$ cat src/bhh_pkg.sv
// Purpose: constants and types for the bus hold handshake block
// Assumes: 200 MHz ref_clk, one clock domain, no software bus
// Notes:   pins are active low on the wire; port mode is open drain
//
// What this block does
// - window bit 7 clear: pins are port bits
// - window bit 7 set: pins carry hold signals
// - port mode quasi-bidirectional, register 0fh, window 0
// - acknowledge low only after bus released
// - during hold, request low when cycle waits
// - pending request waits for acknowledge first
// - pending request stays low until takeover released
package bhh_pkg;

  localparam int unsigned BHH_NPINS      = 3;
  localparam logic [7:0]  BHH_PORT_ADDR  = 8'h0f;  // port register location
  localparam logic [7:0]  BHH_PORT_WIN   = 8'h00;  // hardware register window
  localparam int unsigned BHH_MODE_BIT   = 7;      // window select bit for pin mode
  localparam int unsigned BHH_PIN_LSB    = 5;      // first shared bit of the port
  localparam int unsigned BHH_WIN_LSB    = 0;      // window number field lsb
  localparam int unsigned BHH_WIN_W      = 7;      // window number field width
  localparam logic [2:0]  BHH_LATCH_RST  = 3'h7;   // port latches reset high (released)
  localparam logic [7:0]  BHH_RDATA_RST  = 8'h00;

  // pin positions inside the shared group
  localparam int unsigned BHH_PIN_PEND = 0;  // port_one_bit5 / pending_cycle_request
  localparam int unsigned BHH_PIN_ACK  = 1;  // port_one_bit6 / bus_release_ack
  localparam int unsigned BHH_PIN_HOLD = 2;  // port_one_bit7 / takeover request in

  // hold handshake states, one-hot
  typedef enum logic [5:0] {
    BHH_IDLE    = 6'h01,
    BHH_DRAIN   = 6'h02,
    BHH_FLOAT   = 6'h04,
    BHH_HELD    = 6'h08,
    BHH_UNACK   = 6'h10,
    BHH_RESUME  = 6'h20
  } bhh_state_t;

  // pad drive bundle for the three shared pins
  typedef struct packed {
    logic [BHH_NPINS-1:0] out;
    logic [BHH_NPINS-1:0] oe;
  } bhh_pad_t;

endpackage

$ cat src/bhh_top.sv
// Purpose: bus hold arbitration and shared port pins of the memory bus
// Assumes: bus controller reports quiet and pending; pins are asynchronous
// Notes:   every output is a flop; pin inputs use three-stage filtering
`timescale 1ns/1ps
module bhh_top
  import bhh_pkg::*;
(
  input  wire logic                 ref_clk,
  input  wire logic                 reset,
  input  wire logic [7:0]           window_select_reg,
  input  wire logic [7:0]           reg_addr,
  input  wire logic                 reg_wr,
  input  wire logic                 reg_rd,
  input  wire logic [7:0]           reg_wdata,
  output logic      [7:0]           reg_rdata,
  input  wire logic [BHH_NPINS-1:0] pad_in,
  output bhh_pad_t                  pad,
  input  wire logic                 bus_quiet,
  input  wire logic                 cycle_pending,
  output logic                      bus_released,
  output logic                      hold_mode
);

  ////////////////////////////////////////////////////////////////////////
  // pin input filtering
  logic [BHH_NPINS-1:0] sync1_r, sync2_r, sync3_r, pin_lvl_r;
  logic [BHH_NPINS-1:0] pin_lvl_nxt;

  // a change counts only when stages two and three agree
  always_comb begin
    for (int i = 0; i < BHH_NPINS; i++) begin
      pin_lvl_nxt[i] = (sync2_r[i] == sync3_r[i]) ? sync3_r[i] : pin_lvl_r[i];
    end
  end

  always_ff @(posedge ref_clk or posedge reset) begin
    if (reset) begin
      sync1_r   <= '1;
      sync2_r   <= '1;
      sync3_r   <= '1;
      pin_lvl_r <= '1;
    end else begin
      sync1_r   <= pad_in;
      sync2_r   <= sync1_r;
      sync3_r   <= sync2_r;
      pin_lvl_r <= pin_lvl_nxt;
    end
  end

  ////////////////////////////////////////////////////////////////////////
  // mode select and port register
  logic                 mode_hold;
  logic                 port_hit;
  logic [BHH_NPINS-1:0] latch_r, latch_nxt;
  logic [7:0]           rdata_r, rdata_nxt;
  logic                 mode_r, mode_nxt;

  assign mode_hold = window_select_reg[BHH_MODE_BIT];
  assign port_hit  = (window_select_reg[BHH_WIN_LSB +: BHH_WIN_W] == BHH_PORT_WIN[6:0])
                   && (reg_addr == BHH_PORT_ADDR);

  // latches take port writes in hold mode too; the pads only follow them in port mode
  always_comb begin
    latch_nxt = latch_r;
    rdata_nxt = rdata_r;
    mode_nxt  = mode_hold;
    if (port_hit && reg_wr) begin
      latch_nxt = reg_wdata[BHH_PIN_LSB +: BHH_NPINS];
    end
    if (port_hit && reg_rd) begin
      rdata_nxt = 8'h00;
      rdata_nxt[BHH_PIN_LSB +: BHH_NPINS] = pin_lvl_r;
    end
  end

  always_ff @(posedge ref_clk or posedge reset) begin
    if (reset) begin
      latch_r <= BHH_LATCH_RST;
      rdata_r <= BHH_RDATA_RST;
      mode_r  <= 1'b0;
    end else begin
      latch_r <= latch_nxt;
      rdata_r <= rdata_nxt;
      mode_r  <= mode_nxt;
    end
  end

  ////////////////////////////////////////////////////////////////////////
  // hold handshake state machine
  bhh_state_t state_r, state_nxt;
  logic       take_req;
  logic       ack_r, ack_nxt;
  logic       pend_r, pend_nxt;
  logic       rel_r, rel_nxt;

  // takeover only seen while the pin is in hold mode
  assign take_req = mode_hold && !pin_lvl_r[BHH_PIN_HOLD];

  always_comb begin
    state_nxt = state_r;
    ack_nxt   = ack_r;
    pend_nxt  = pend_r;
    rel_nxt   = rel_r;
    case (state_r)
      // bus goes back to the controller one cycle after both pins read high
      BHH_IDLE: begin
        rel_nxt = 1'b0;
        if (take_req) state_nxt = BHH_DRAIN;
      end
      // finish the running cycle before letting go
      BHH_DRAIN: begin
        if (!take_req) begin
          state_nxt = BHH_IDLE;
        end else if (bus_quiet) begin
          state_nxt = BHH_FLOAT;
          rel_nxt   = 1'b1;
        end
      end
      // bus is floated one cycle before ack_r sets, two before the acknowledge pin goes low
      BHH_FLOAT: begin
        state_nxt = BHH_HELD;
        ack_nxt   = 1'b1;
      end
      BHH_HELD: begin
        // no new request once the takeover is gone, avoids a stray low pulse
        if (cycle_pending && take_req) pend_nxt = 1'b1;
        if (!take_req) begin
          state_nxt = BHH_UNACK;
          ack_nxt   = 1'b0;
        end
      end
      BHH_UNACK: begin
        state_nxt = BHH_RESUME;
        pend_nxt  = 1'b0;
      end
      // pending pin rises on the next edge; the bus stays floated meanwhile
      BHH_RESUME: begin
        state_nxt = BHH_IDLE;
      end
      default: begin
        state_nxt = BHH_IDLE;
        ack_nxt   = 1'b0;
        pend_nxt  = 1'b0;
        rel_nxt   = 1'b0;
      end
    endcase
  end

  always_ff @(posedge ref_clk or posedge reset) begin
    if (reset) begin
      state_r <= BHH_IDLE;
      ack_r   <= 1'b0;
      pend_r  <= 1'b0;
      rel_r   <= 1'b0;
    end else begin
      state_r <= state_nxt;
      ack_r   <= ack_nxt;
      pend_r  <= pend_nxt;
      rel_r   <= rel_nxt;
    end
  end

  ////////////////////////////////////////////////////////////////////////
  // pad drive
  bhh_pad_t pad_r, pad_nxt;

  // quasi-bidirectional modelled as open drain in port mode: only a low is driven; hold mode drives pend and ack both ways
  always_comb begin
    pad_nxt = '{out: '0, oe: '0};
    if (mode_hold) begin
      pad_nxt.out[BHH_PIN_PEND] = !pend_r;
      pad_nxt.out[BHH_PIN_ACK]  = !ack_r;
      pad_nxt.oe[BHH_PIN_PEND]  = 1'b1;
      pad_nxt.oe[BHH_PIN_ACK]   = 1'b1;
    end else begin
      pad_nxt.oe = ~latch_r;
    end
  end

  always_ff @(posedge ref_clk or posedge reset) begin
    if (reset) begin
      pad_r <= '{out: '0, oe: '0};
    end else begin
      pad_r <= pad_nxt;
    end
  end

  assign pad          = pad_r;
  assign reg_rdata    = rdata_r;
  assign bus_released = rel_r;
  assign hold_mode    = mode_r;
endmodule

$ cat config.mk
export PLATFORM = sky130hd
export DESIGN_NAME = bhh_top
export DESIGN_NICKNAME = d
export VERILOG_FILES = /design/src/bhh_pkg.sv /design/src/bhh_top.sv
export SDC_FILE = /design/constraint.sdc
export NUM_CORES = 1
export LEC_CHECK = 0
export BUFFER_PORTS_ARGS = -buffer_cell sky130_fd_sc_hd__buf_2
export CAP_MARGIN = 10
export CORE_AREA = 2 2 56 58
export DETAILED_ROUTE_END_ITERATION = 16
export DIE_AREA = 0 0 58 60
export PLACE_DENSITY = 0.88
export SLEW_MARGIN = 20
export SYNTH_ARGS = -nofsm -noshare
export SYNTH_HDL_FRONTEND = slang
export SYNTH_SLANG_ARGS = --single-unit
$ cat constraint.sdc
create_clock -name ref_clk -period 4.15 [get_ports ref_clk]
set_clock_uncertainty 0.05 [all_clocks]
set_input_delay 0.6225 -clock ref_clk [delete_from_list [all_inputs] [get_ports ref_clk]]
set_output_delay 0.6225 -clock ref_clk [all_outputs]
set_load 0.005 [all_outputs]
Word-level counts from Yosys, hierarchy flattened
Cells that the tools add are included.
Cells by class
  equality and inequality tests: 16
  multiplexer cells: 15
  bitwise operators: 4
  reduce and logical (&&, ||, !) cells: 16
Operators by type and width (number)
  6-bit one-hot mux with 5 select lines: 1
  6-bit 2-to-1 mux: 4
  4-bit OR reduction: 3
  2-bit != test, second input constant: 5
  8-bit by 4-bit equality test with 1-bit output, second input constant: 1
  7-bit zero test: 1
  6-bit by 1-bit equality test with 1-bit output, second input constant: 1
  6-bit by 2-bit equality test with 1-bit output, second input constant: 1
  6-bit by 3-bit equality test with 1-bit output, second input constant: 1
  6-bit by 4-bit equality test with 1-bit output, second input constant: 1
  6-bit by 5-bit equality test with 1-bit output, second input constant: 1
  6-bit equality test, second input constant: 1
  3-bit AND reduction: 2
  1-bit logical AND: 5
  1-bit 2-to-1 mux: 5
  2-bit 2-to-1 mux: 2
  1-bit one-hot mux with 2 select lines: 2
  2-bit AND reduction: 2
  1-bit equality test: 3
  1-bit zero test: 3
  3-bit != test, second input constant: 1
  1-bit inverter: 3
  3-bit inverter: 1
  1-bit one-hot mux with 3 select lines: 1
Storage, ports and cells
  register bits: 33
  word-level logic and storage cells: 66

Depth between registers and ports, before layout
Gate-level depths: netlist of the first run.
  depth after elaboration: 5
  depth in mapped cells: 5
  depth with buffers taken out: 4

Worst setup path before layout of the first run
OpenSTA, ideal clock, no wires.
  path type: input -> register
  from: input window_select_reg[1]
  to: register rdata_r[5] (netlist: reg_rdata[5])
  library setup time: 0.127 ns
  arrival: 1.684 ns
  setup slack: 2.288 ns
  cell stages on the path: 4
  buffers on the path: 0
  path through: or4_4 > nor2_4 > nand3_2 > mux2_1
Between the ends
  longest elaborated chain between the ends: 3
RTL lines
  start, declared: RTL line bhh_top.sv:10  | input wire logic [7:0] window_select_reg,
  7-bit zero test: RTL line bhh_top.sv:59  | assign port_hit = (window_select_reg[BHH_WIN_LSB +: BHH_WIN_W] == BHH_PORT_WIN[6:0])
  1-bit logical AND: RTL line bhh_top.sv:60  | && (reg_addr == BHH_PORT_ADDR);
  1-bit logical AND: RTL line bhh_top.sv:70  | if (port_hit && reg_rd) begin
  end signal, assigned: RTL line bhh_top.sv:83  | rdata_r <= rdata_nxt;
  end, declared: RTL line bhh_top.sv:55  | logic [7:0] rdata_r, rdata_nxt;
No other way between the ends.
A chain may end at the register's enable or synchronous reset.

Worst setup path in the final report of the first run
  from: input window_select_reg[1]
  to: register rdata_r[6] (netlist: reg_rdata[6])
The elaborated chain is that of the path after synthesis.

==> impl_results.html, run 1 <==
<table>
<tr><th>Metric</th><th>Value</th></tr>
<tr><th colspan="2">Status</th></tr>
<tr><td>Run status</td><td>complete, no violations</td></tr>
<tr><th colspan="2">Clock tree</th></tr>
<tr><td>Clk_lat worst skew</td><td>roughly 0.32 ns</td></tr>
<tr><td>CTS resizes</td><td>0</td></tr>
<tr><td>Clock root buffer</td><td>clkbuf_4</td></tr>
<tr><td># clock sinks</td><td>33</td></tr>
<tr><td>Htree depth</td><td>2</td></tr>
<tr><td>Max Buffers Root-to-Sink</td><td>2</td></tr>
<tr><td>Clk pin slew, worst setup/hold paths</td><td>0.10 ns</td></tr>
<tr><td>Number of buffers created by CTS</td><td>5</td></tr>
<tr><td>Post-CTS Hold Fix Bufs</td><td>0</td></tr>
<tr><td>Clock tree from TritonCTS</td><td>yes</td></tr>
<tr><td>Total setup buffers inserted after CTS</td><td>0</td></tr>
<tr><th colspan="2">Setup path</th></tr>
<tr><td>Depth of the worst register-to-register path</td><td>4</td></tr>
<tr><td>Critical path cell sequence</td><td>buf_2, or4_4, nor2_4, nand3_2, mux2_1</td></tr>
<tr><td>Startpoint type of the worst setup path</td><td>input port</td></tr>
<tr><td>Reg-to-reg slack, setup</td><td>2.72 ns</td></tr>
<tr><td>Capture point of the critical path</td><td>reg_rdata[6]</td></tr>
<tr><td>CP peak stage delay</td><td>roughly 0.54 ns</td></tr>
<tr><td>Largest fanout on the critical path</td><td>3</td></tr>
<tr><td>Required time at the endpoint of the critical path</td><td>4.30 ns</td></tr>
<tr><td>First element of the critical path</td><td>window_select_reg[1]</td></tr>
<tr><td>Terminus of the critical flop-to-flop path</td><td>ack_r</td></tr>
<tr><td>Worst Path Class, Setup</td><td>in2reg</td></tr>
<tr><td>CP max-delay cell</td><td>or4_4</td></tr>
<tr><td>Crit end category</td><td>flip-flop</td></tr>
<tr><td>Arrival time worst endpoint</td><td>between 1.5 and 2 ns</td></tr>
<tr><td>Launch point of the worst reg-to-reg path</td><td>state_r[1]</td></tr>
<tr><th colspan="2">Synthesis</th></tr>
<tr><td>FFs w/ async S/R, synth</td><td>100%</td></tr>
<tr><td>Number of distinct library cell variants in the gate-level netlist after synthesis</td><td>31</td></tr>
<tr><td>Top cells by instance count after synthesis</td><td>dfrtp_1, dfstp_2, nor2_1</td></tr>
<tr><td>Number of cells produced by synthesis</td><td>121</td></tr>
<tr><td>Sequential-to-total area share from yosys stat</td><td>58.7%</td></tr>
<tr><td>Post-synth top area share</td><td>slightly below 30%</td></tr>
<tr><td>Number of synthesized flops with an enable pin</td><td>0</td></tr>
<tr><td>Dominant cell type by area after synthesis</td><td>dfrtp_1</td></tr>
<tr><td>Seq cells post-synth</td><td>33</td></tr>
<tr><td>Top flip-flop cell by instance count after synthesis</td><td>dfrtp_1</td></tr>
<tr><td>Most used standard cell by instance count after synthesis</td><td>dfrtp_1</td></tr>
<tr><td>Mean cell area of the mapped netlist</td><td>11.9 sq um</td></tr>
<tr><td>Post-synth design cell area</td><td>1440 sq um</td></tr>
<tr><td>Top cells by area in the synthesized netlist</td><td>dfrtp_1, dfstp_2, mux2_1, buf_4, nand2b_1</td></tr>
<tr><td>Yosys warnings</td><td>0</td></tr>
<tr><th colspan="2">Cells and area</th></tr>
<tr><td>Number of fillers in the final layout</td><td>247</td></tr>
<tr><td>Fraction of final layout cells with drive strength greater than 1</td><td>between 40% and 50%</td></tr>
<tr><td>Multi-input gate area</td><td>around 540 sq um</td></tr>
<tr><td>Sequential Area</td><td>846 sq um</td></tr>
<tr><td>Antenna cells</td><td>0</td></tr>
<tr><td>Synth-to-layout area growth</td><td>16.4%</td></tr>
<tr><td># nets final</td><td>192</td></tr>
<tr><th colspan="2">Drt</th></tr>
<tr><td>Via count</td><td>1019</td></tr>
<tr><td>Router iterations before antenna repair</td><td>4</td></tr>
<tr><td>WL per Instance</td><td>13.4 um</td></tr>
<tr><td>Via-to-Cell Ratio</td><td>about 5.3</td></tr>
<tr><td>Antenna-violating nets left</td><td>0</td></tr>
<tr><td>Final routed wirelength across all metal layers</td><td>~2.6 mm</td></tr>
<tr><td># DRC</td><td>0</td></tr>
<tr><td>Initial drt markers</td><td>22</td></tr>
<tr><th colspan="2">STA</th></tr>
<tr><td>Number of endpoints failing setup at the final stage</td><td>0</td></tr>
<tr><td>Setup TNS</td><td>0 ns</td></tr>
<tr><td>Final hold violation count</td><td>0</td></tr>
<tr><td>Crit path setup slack, layout</td><td>2.45 ns</td></tr>
<tr><td>Tightest Pin Transition</td><td>0.536 ns</td></tr>
<tr><td>Max-slew headroom</td><td>64.2%</td></tr>
<tr><td>Final slew viol count</td><td>0</td></tr>
<tr><td>Time the worst path needs with I/O delays and setup</td><td>1.70 ns</td></tr>
<tr><td>Peak clock frequency supported by timing</td><td>590 MHz</td></tr>
<tr><td>Final worst-path cycle share</td><td>40.8%</td></tr>
<tr><td>RSZ-0062 raised after global routing</td><td>no</td></tr>
<tr><th colspan="2">GRT</th></tr>
<tr><td>Pin count of the biggest net entering global routing</td><td>23</td></tr>
<tr><td>Vias in the first global route</td><td>1046</td></tr>
<tr><td>First-pass GRT wire length</td><td>4.35 mm</td></tr>
<tr><td>Total track usage</td><td>16.8%</td></tr>
<tr><td>Number of antenna violations at the first check in global routing</td><td>0</td></tr>
<tr><td>Total gr overflow</td><td>0</td></tr>
<tr><th colspan="2">Flow run</th></tr>
<tr><td>Total of max-cap violations</td><td>0</td></tr>
<tr><th colspan="2">Placement</th></tr>
<tr><td>Placement-stage worst setup slack</td><td>2.11 ns</td></tr>
<tr><td>Port Buffers</td><td>37</td></tr>
<tr><td>Detailed Place HPWL</td><td>1.97 mm</td></tr>
<tr><td>Gpl congestion</td><td>around 0.8</td></tr>
<tr><th colspan="2">Pwr</th></tr>
<tr><td>Worst ir drop on vdd</td><td>0.230 mV</td></tr>
<tr><td>Sum of internal, switching and leakage power</td><td>0.662 mW</td></tr>
<tr><td>Net switching share of the total power</td><td>between 20% and 30%</td></tr>
<tr><td>Internal power contribution</td><td>0.477 mW</td></tr>
<tr><td>Net switching power of the design</td><td>around 0.19 mW</td></tr>
<tr><td>Areal power density over the cells</td><td>395 nW/um^2</td></tr>
<tr><td>Share of power burned in the clock network</td><td>25.2%</td></tr>
<tr><td>Sequential cell fraction of total power</td><td>roughly three fifths</td></tr>
<tr><td>Comb power frac</td><td>16.5%</td></tr>
<tr><td>Leakage power</td><td>about 0.77 nW</td></tr>
<tr><th colspan="2">Die</th></tr>
<tr><td>Area of the die</td><td>between 3000 and 4000 sq um</td></tr>
<tr><td>Starting density of the core</td><td>49.6%</td></tr>
<tr><td>CORE AREA</td><td>2900 sq um</td></tr>
<tr><td>Site Rows</td><td>20</td></tr>
<tr><td>Boundary Pins</td><td>49</td></tr>
<tr><td>X dimension of the die</td><td>58 um</td></tr>
<tr><td>Die boundary height</td><td>60 um</td></tr>
<tr><th colspan="2">Min path</th></tr>
<tr><td>Class of the most critical hold timing path</td><td>in2async</td></tr>
</table>
[critical path: cells and delay by family]
| kind | cells | cell delay (ns) |
|---|---|---|
| buffers and inverters | 1 | 0.09 |
| multiplexers | 1 | 0.33 |
| AND/OR/NAND/NOR | 3 | 0.80 |
[worst min-delay path by stage]
stage / slack, ns / cells after the start / end / from
2_1_floorplan: 0.30 / 0 / sync2_r[0] / sync1_r[0]
3_3_place_gp: 0.30 / 0 / sync2_r[1] / sync1_r[1]
3_5_place_dp: 0.30 / 0 / sync2_r[0] / sync1_r[0]
4_1_cts: 0.23 / 2 / state_r[5] / reset
5_1_grt: 0.26 / 2 / state_r[2] / reset
6_report: 0.23 / 2 / state_r[1] / reset
[per-stage QoR]
step           hold slack, ns  std cells  utilization (%)  cell area (sq um)
2_1_floorplan           0.295        126                -               1460
3_3_place_gp            0.295        185             56.0               1630
3_5_place_dp            0.297        185             56.0               1630
4_1_cts                 0.235        193             57.8               1680
5_1_grt                 0.257        193             57.8               1680
6_report                0.228        193             57.8               1680
[registers in the layout, indices dropped and copies added, names as in the netlist]
name,flops
reg_rdata,3
pend_r,1
sync1_r,3
sync3_r,3
hold_mode,1
ack_r,1
pin_lvl_r,3
pad,5
state_r,6
bus_released,1
sync2_r,3
latch_r,3
[layout make-up]
type | count | area share [%]
multi-input combinational | 80 | 32.3
sequential | 33 | 50.4
inverter | 1 | 0.224
clock inverter | 2 | 0.597
tap | 33 | 2.46
timing repair buffer | 38 | 11.5
clock buffer | 6 | 2.46
[power groups by stage]
stage | Sequential (mW) | Combinational (mW) | Clock [mW]
2_1_floorplan | 0.374 | 0.0946 | 0
3_3_place_gp | 0.389 | 0.104 | 0
3_5_place_dp | 0.393 | 0.110 | 0
4_1_cts | 0.387 | 0.111 | 0.175
5_1_grt | 0.394 | 0.124 | 0.188
6_report | 0.386 | 0.109 | 0.167
[logic make-up after synthesis]
| logic type | after synthesis | synth area share, % |
|---|---|---|
| other cells | 1 | 0.260 |
| xor+xnor | 3 | 1.82 |
| buf+inv | 13 | 4.95 |
| flops | 33 | 58.7 |
| simple gates | 43 | 19.0 |
| compound gates | 18 | 7.73 |
| fa+ha+maj | 3 | 2.09 |
| mux | 7 | 5.39 |
[layer usage]
metal	up-vias	GRT usage [%]	share of wire (%)
met5	-	0	0
met4	0	4.98	1.4
met3	6	6.49	9.9
met2	46	31.2	50
met1	475	17.5	39
li1	492	-	-
[cells in the final DEF (no fill, tap or decap), drive strengths merged]
master / Yosys / final
and4b: 1 / 1
or4: 2 / 2
dfstp: 16 / 16
mux2: 6 / 6
a41oi: 2 / 2
dfrtp: 17 / 17
nand3: 3 / 3
nand2: 6 / 6
and2: 1 / 1
mux2i: 1 / 1
maj3: 3 / 3
o21ai: 5 / 5
nand4b: 2 / 2
nand2b: 6 / 6
inv: 1 / 1
clkbuf: 6 / 6
nor4: 1 / 1
buf: 6 / 38
and3b: 1 / 1
nor2: 8 / 8
xor2: 3 / 3
a31oi: 1 / 1
and4: 2 / 2
o211ai: 5 / 5
nor4b: 2 / 2
nor3: 4 / 4
clkinv: 0 / 2
conb: 1 / 6
nor2b: 4 / 4
a21oi: 5 / 5
(Power assumes the default switching activity.)
==> run 2: changes to the inputs <==
- CORE_AREA: 2 2 56 58 -> 2 2 58 60
- DIE_AREA: 0 0 58 60 -> 0 0 60 62
- PLACE_DENSITY: 0.88 -> 0.83
- clock period: 4.15 -> 1.8 ns (I/O delays scaled with it)
==> run 2 against run 1 <==
Effect of this change: clock power grew 130%; first-iteration DRC count is the same; power grew 130%; routed wire length shrank 3.4%; critical path depth shrank 1; sequential share of layout area shrank 1.8 points; non-clock buffer count grew 5; flip-flop and latch count is the same; final cell count grew 9.3%; sequential power grew 130%; combinational power grew 140%; critical path type is now reg2reg; critical endpoint is now ack_r; highest routed layer unchanged.
==> impl_results.html, run 2 (same netlist as run 1, synthesis figures left out) <==
<table>
<tr><th>Metric</th><th>Value</th></tr>
<tr><th colspan="2">Clock tree</th></tr>
<tr><td>Post-CTS Hold Fix Bufs</td><td>4 (+4)</td></tr>
<tr><td>CTS resizes</td><td>0 (unchanged)</td></tr>
<tr><td>Clock tree from TritonCTS</td><td>yes</td></tr>
<tr><td>Total setup buffers inserted after CTS</td><td>0 (unchanged)</td></tr>
<tr><td>Clk pin slew, worst setup/hold paths</td><td>0.10 ns (about the same)</td></tr>
<tr><td># clock sinks</td><td>33 (unchanged)</td></tr>
<tr><td>Htree depth</td><td>2 (unchanged)</td></tr>
<tr><td>Max Buffers Root-to-Sink</td><td>2 (unchanged)</td></tr>
<tr><td>Clk_lat worst skew</td><td>0.33 ns (about the same)</td></tr>
<tr><td>Number of buffers created by CTS</td><td>5 (unchanged)</td></tr>
<tr><td>Clock root buffer</td><td>clkbuf_4</td></tr>
<tr><th colspan="2">Pwr</th></tr>
<tr><td>Areal power density over the cells</td><td>885 nW/um^2 (+120%)</td></tr>
<tr><td>Leakage power</td><td>0.791 nW (+2.8%)</td></tr>
<tr><td>Sum of internal, switching and leakage power</td><td>1.54 mW (+130%)</td></tr>
<tr><td>Worst ir drop on vdd</td><td>0.379 mV (+65%)</td></tr>
<tr><th colspan="2">STA</th></tr>
<tr><td>RSZ-0062 raised after global routing</td><td>no</td></tr>
<tr><td>Setup TNS</td><td>0 ns (unchanged)</td></tr>
<tr><td>Final slew viol count</td><td>0 (unchanged)</td></tr>
<tr><td>Final worst-path cycle share</td><td>between 70% and 80%</td></tr>
<tr><td>Final hold violation count</td><td>0 (unchanged)</td></tr>
<tr><td>Number of endpoints failing setup at the final stage</td><td>0 (unchanged)</td></tr>
<tr><td>Peak clock frequency supported by timing</td><td>711 MHz</td></tr>
<tr><td>Time the worst path needs with I/O delays and setup</td><td>1.41 ns</td></tr>
<tr><th colspan="2">Min path</th></tr>
<tr><td>Class of the most critical hold timing path</td><td>in2reg</td></tr>
<tr><td>Number of stages on the worst hold path</td><td>1</td></tr>
<tr><td>Worst Hold Path EP</td><td>hold_mode</td></tr>
<tr><td>Critical hold path startpoint</td><td>window_select_reg[7]</td></tr>
<tr><th colspan="2">Drt</th></tr>
<tr><td># DRC</td><td>0 (unchanged)</td></tr>
<tr><td>Final routed wirelength across all metal layers</td><td>2.49 mm (-3.4%)</td></tr>
<tr><td>Via-to-Cell Ratio</td><td>4.89 (-7.4%)</td></tr>
<tr><td>Initial drt markers</td><td>22 (unchanged)</td></tr>
<tr><td>Router iterations before antenna repair</td><td>4 (unchanged)</td></tr>
<tr><td>Antenna-violating nets left</td><td>0 (unchanged)</td></tr>
<tr><td>Via count</td><td>1032 (+1.3%)</td></tr>
<tr><td>WL per Instance</td><td>11.8 um (-12%)</td></tr>
<tr><th colspan="2">Setup path</th></tr>
<tr><td>Arrival time worst endpoint</td><td>1.62 ns (-0.23 ns)</td></tr>
<tr><td>Reg-to-reg slack, setup</td><td>0.39 ns (-2.33 ns)</td></tr>
<tr><td>Count of buffering cells on the critical path with inverters included</td><td>0 (-1)</td></tr>
<tr><td>Critical path cell sequence</td><td>nor3_1, and4_1, o21ai_0, a21oi_1</td></tr>
<tr><td>CP max-delay cell</td><td>dfrtp_1</td></tr>
<tr><td>Depth of the worst register-to-register path</td><td>4 (unchanged)</td></tr>
<tr><td>Top delay family on crit path</td><td>simple AND/OR/NAND/NOR gates</td></tr>
<tr><td>Startpoint type of the worst setup path</td><td>flip-flop</td></tr>
<tr><td>Crit end category</td><td>flip-flop</td></tr>
<tr><td>Worst Path Class, Setup</td><td>reg2reg</td></tr>
<tr><td>CP peak stage delay</td><td>0.51 ns (-0.03 ns)</td></tr>
<tr><td>Required time at the endpoint of the critical path</td><td>2.01 ns (-2.29 ns)</td></tr>
<tr><td>Launch point of the worst reg-to-reg path</td><td>state_r[1]</td></tr>
<tr><td>Terminus of the critical flop-to-flop path</td><td>ack_r</td></tr>
<tr><td>Largest fanout on the critical path</td><td>12 (+9)</td></tr>
<tr><th colspan="2">Cells and area</th></tr>
<tr><td>Flip-flop count of the largest register, all copies and words added</td><td>6 (unchanged)</td></tr>
<tr><td>Commonest cells after routing, fill and taps aside</td><td>buf_2, dfrtp_1, dfstp_2, nor2_1</td></tr>
<tr><td>Register bank with the most flops</td><td>state_r</td></tr>
<tr><td>Non-filler cells in the finished layout</td><td>211 (+9.3%)</td></tr>
<tr><td>Multi-input gate area</td><td>542 sq um (unchanged)</td></tr>
<tr><td>Synth-to-layout area growth</td><td>20.9%</td></tr>
<tr><td>Antenna cells</td><td>0 (unchanged)</td></tr>
<tr><td>Most common cell after layout, fill and taps aside</td><td>buf_2</td></tr>
<tr><td># nets final</td><td>197 (+2.6%)</td></tr>
<tr><td>Sequential Area</td><td>846 sq um (unchanged)</td></tr>
<tr><td>Post-layout utilization of the core</td><td>54.7% (-3.0 points)</td></tr>
<tr><td>Number of fillers in the final layout</td><td>280 (+13%)</td></tr>
<tr><td>Fraction of final layout cells with drive strength greater than 1</td><td>40.6% (-0.64 points)</td></tr>
<tr><th colspan="2">GRT</th></tr>
<tr><td>Pin count of the biggest net entering global routing</td><td>34 (+48%)</td></tr>
<tr><td>Total track usage</td><td>15.1% (-1.7 points)</td></tr>
<tr><td>Total gr overflow</td><td>0 (unchanged)</td></tr>
<tr><td>Number of antenna violations at the first check in global routing</td><td>0 (unchanged)</td></tr>
<tr><td>Vias in the first global route</td><td>939 (-10%)</td></tr>
<tr><td>First-pass GRT wire length</td><td>4.03 mm (-7.3%)</td></tr>
<tr><th colspan="2">Die</th></tr>
<tr><td>Area of the die</td><td>3720 sq um (+6.9%)</td></tr>
<tr><td>CORE AREA</td><td>3180 sq um (+9.5%)</td></tr>
<tr><td>Die boundary height</td><td>62 um (+3.3%)</td></tr>
<tr><td>Site Rows</td><td>21 (+5.0%)</td></tr>
<tr><td>X dimension of the die</td><td>60 um (+3.4%)</td></tr>
<tr><td>Starting density of the core</td><td>45.3% (-4.3 points)</td></tr>
<tr><td>Boundary Pins</td><td>49 (unchanged)</td></tr>
<tr><th colspan="2">Placement</th></tr>
<tr><td>Port Buffers</td><td>37 (unchanged)</td></tr>
<tr><td>Placed cells</td><td>199 (+7.6%)</td></tr>
<tr><td>Detailed Place HPWL</td><td>1.78 mm (-9.5%)</td></tr>
<tr><td>Gpl congestion</td><td>0.909 (+16%)</td></tr>
<tr><th colspan="2">Status</th></tr>
<tr><td>Run status</td><td>complete, no violations</td></tr>
<tr><th colspan="2">Flow run</th></tr>
<tr><td>Total of max-cap violations</td><td>0 (unchanged)</td></tr>
</table>
==> run 2: cell count changes in the layout (fill, tap and decap cells not counted) <==
cell	before	now
buf_4	1	2
dlygate4sd3_1	0	4
==> run 2: cell type report <==
class / count / area share, %
Sequential cell: 33 / 48.6
Multi-Input combinational cell: 80 / 31.1
Timing Repair Buffer: 43 / 13.8
Tap cell: 46 / 3.31
Clock buffer: 6 / 2.37
Clock inverter: 2 / 0.575
Inverter: 1 / 0.216
==> run 2: power by group <==
group	total (mW)	internal, mW	switching, mW
Sequential	0.892	0.825	0.0669
Combinational	0.262	0.135	0.127
Clock	0.387	0.149	0.238
Total	1.54	1.11	0.432
==> run 2: per-stage QoR <==
stage / hold WS (ns) / worst slack (ns) / area, sq um
final: 0.0712 / 0.394 / 1740
after global routing: 0.0504 / 0.283 / 1740
after CTS: 0.0543 / 0.403 / 1740
after detailed placement: 0.297 / 0.132 / 1650
after global placement: 0.296 / 0.151 / 1650
after floorplan: 0.224 / 0.291 / 1460
==> run 2: routing by layer <==
metal	wire [um]	GRT usage, %
met5	0	0
met4	40	6.98
met2	1190	25.3
met1	1080	17.3
met3	189	5.59
==> run 2: worst max path at each step <==
stage | slack [ns] | startpoint | depth (start not counted) | to
detailed placement | 0.13 | window_select_reg[1] | 5 | reg_rdata[5]
floorplan | 0.29 | window_select_reg[1] | 4 | reg_rdata[5]
global placement | 0.15 | window_select_reg[1] | 5 | reg_rdata[7]
global route | 0.28 | state_r[2] | 4 | ack_r
finish | 0.39 | state_r[1] | 4 | ack_r
CTS | 0.40 | state_r[3] | 4 | bus_released
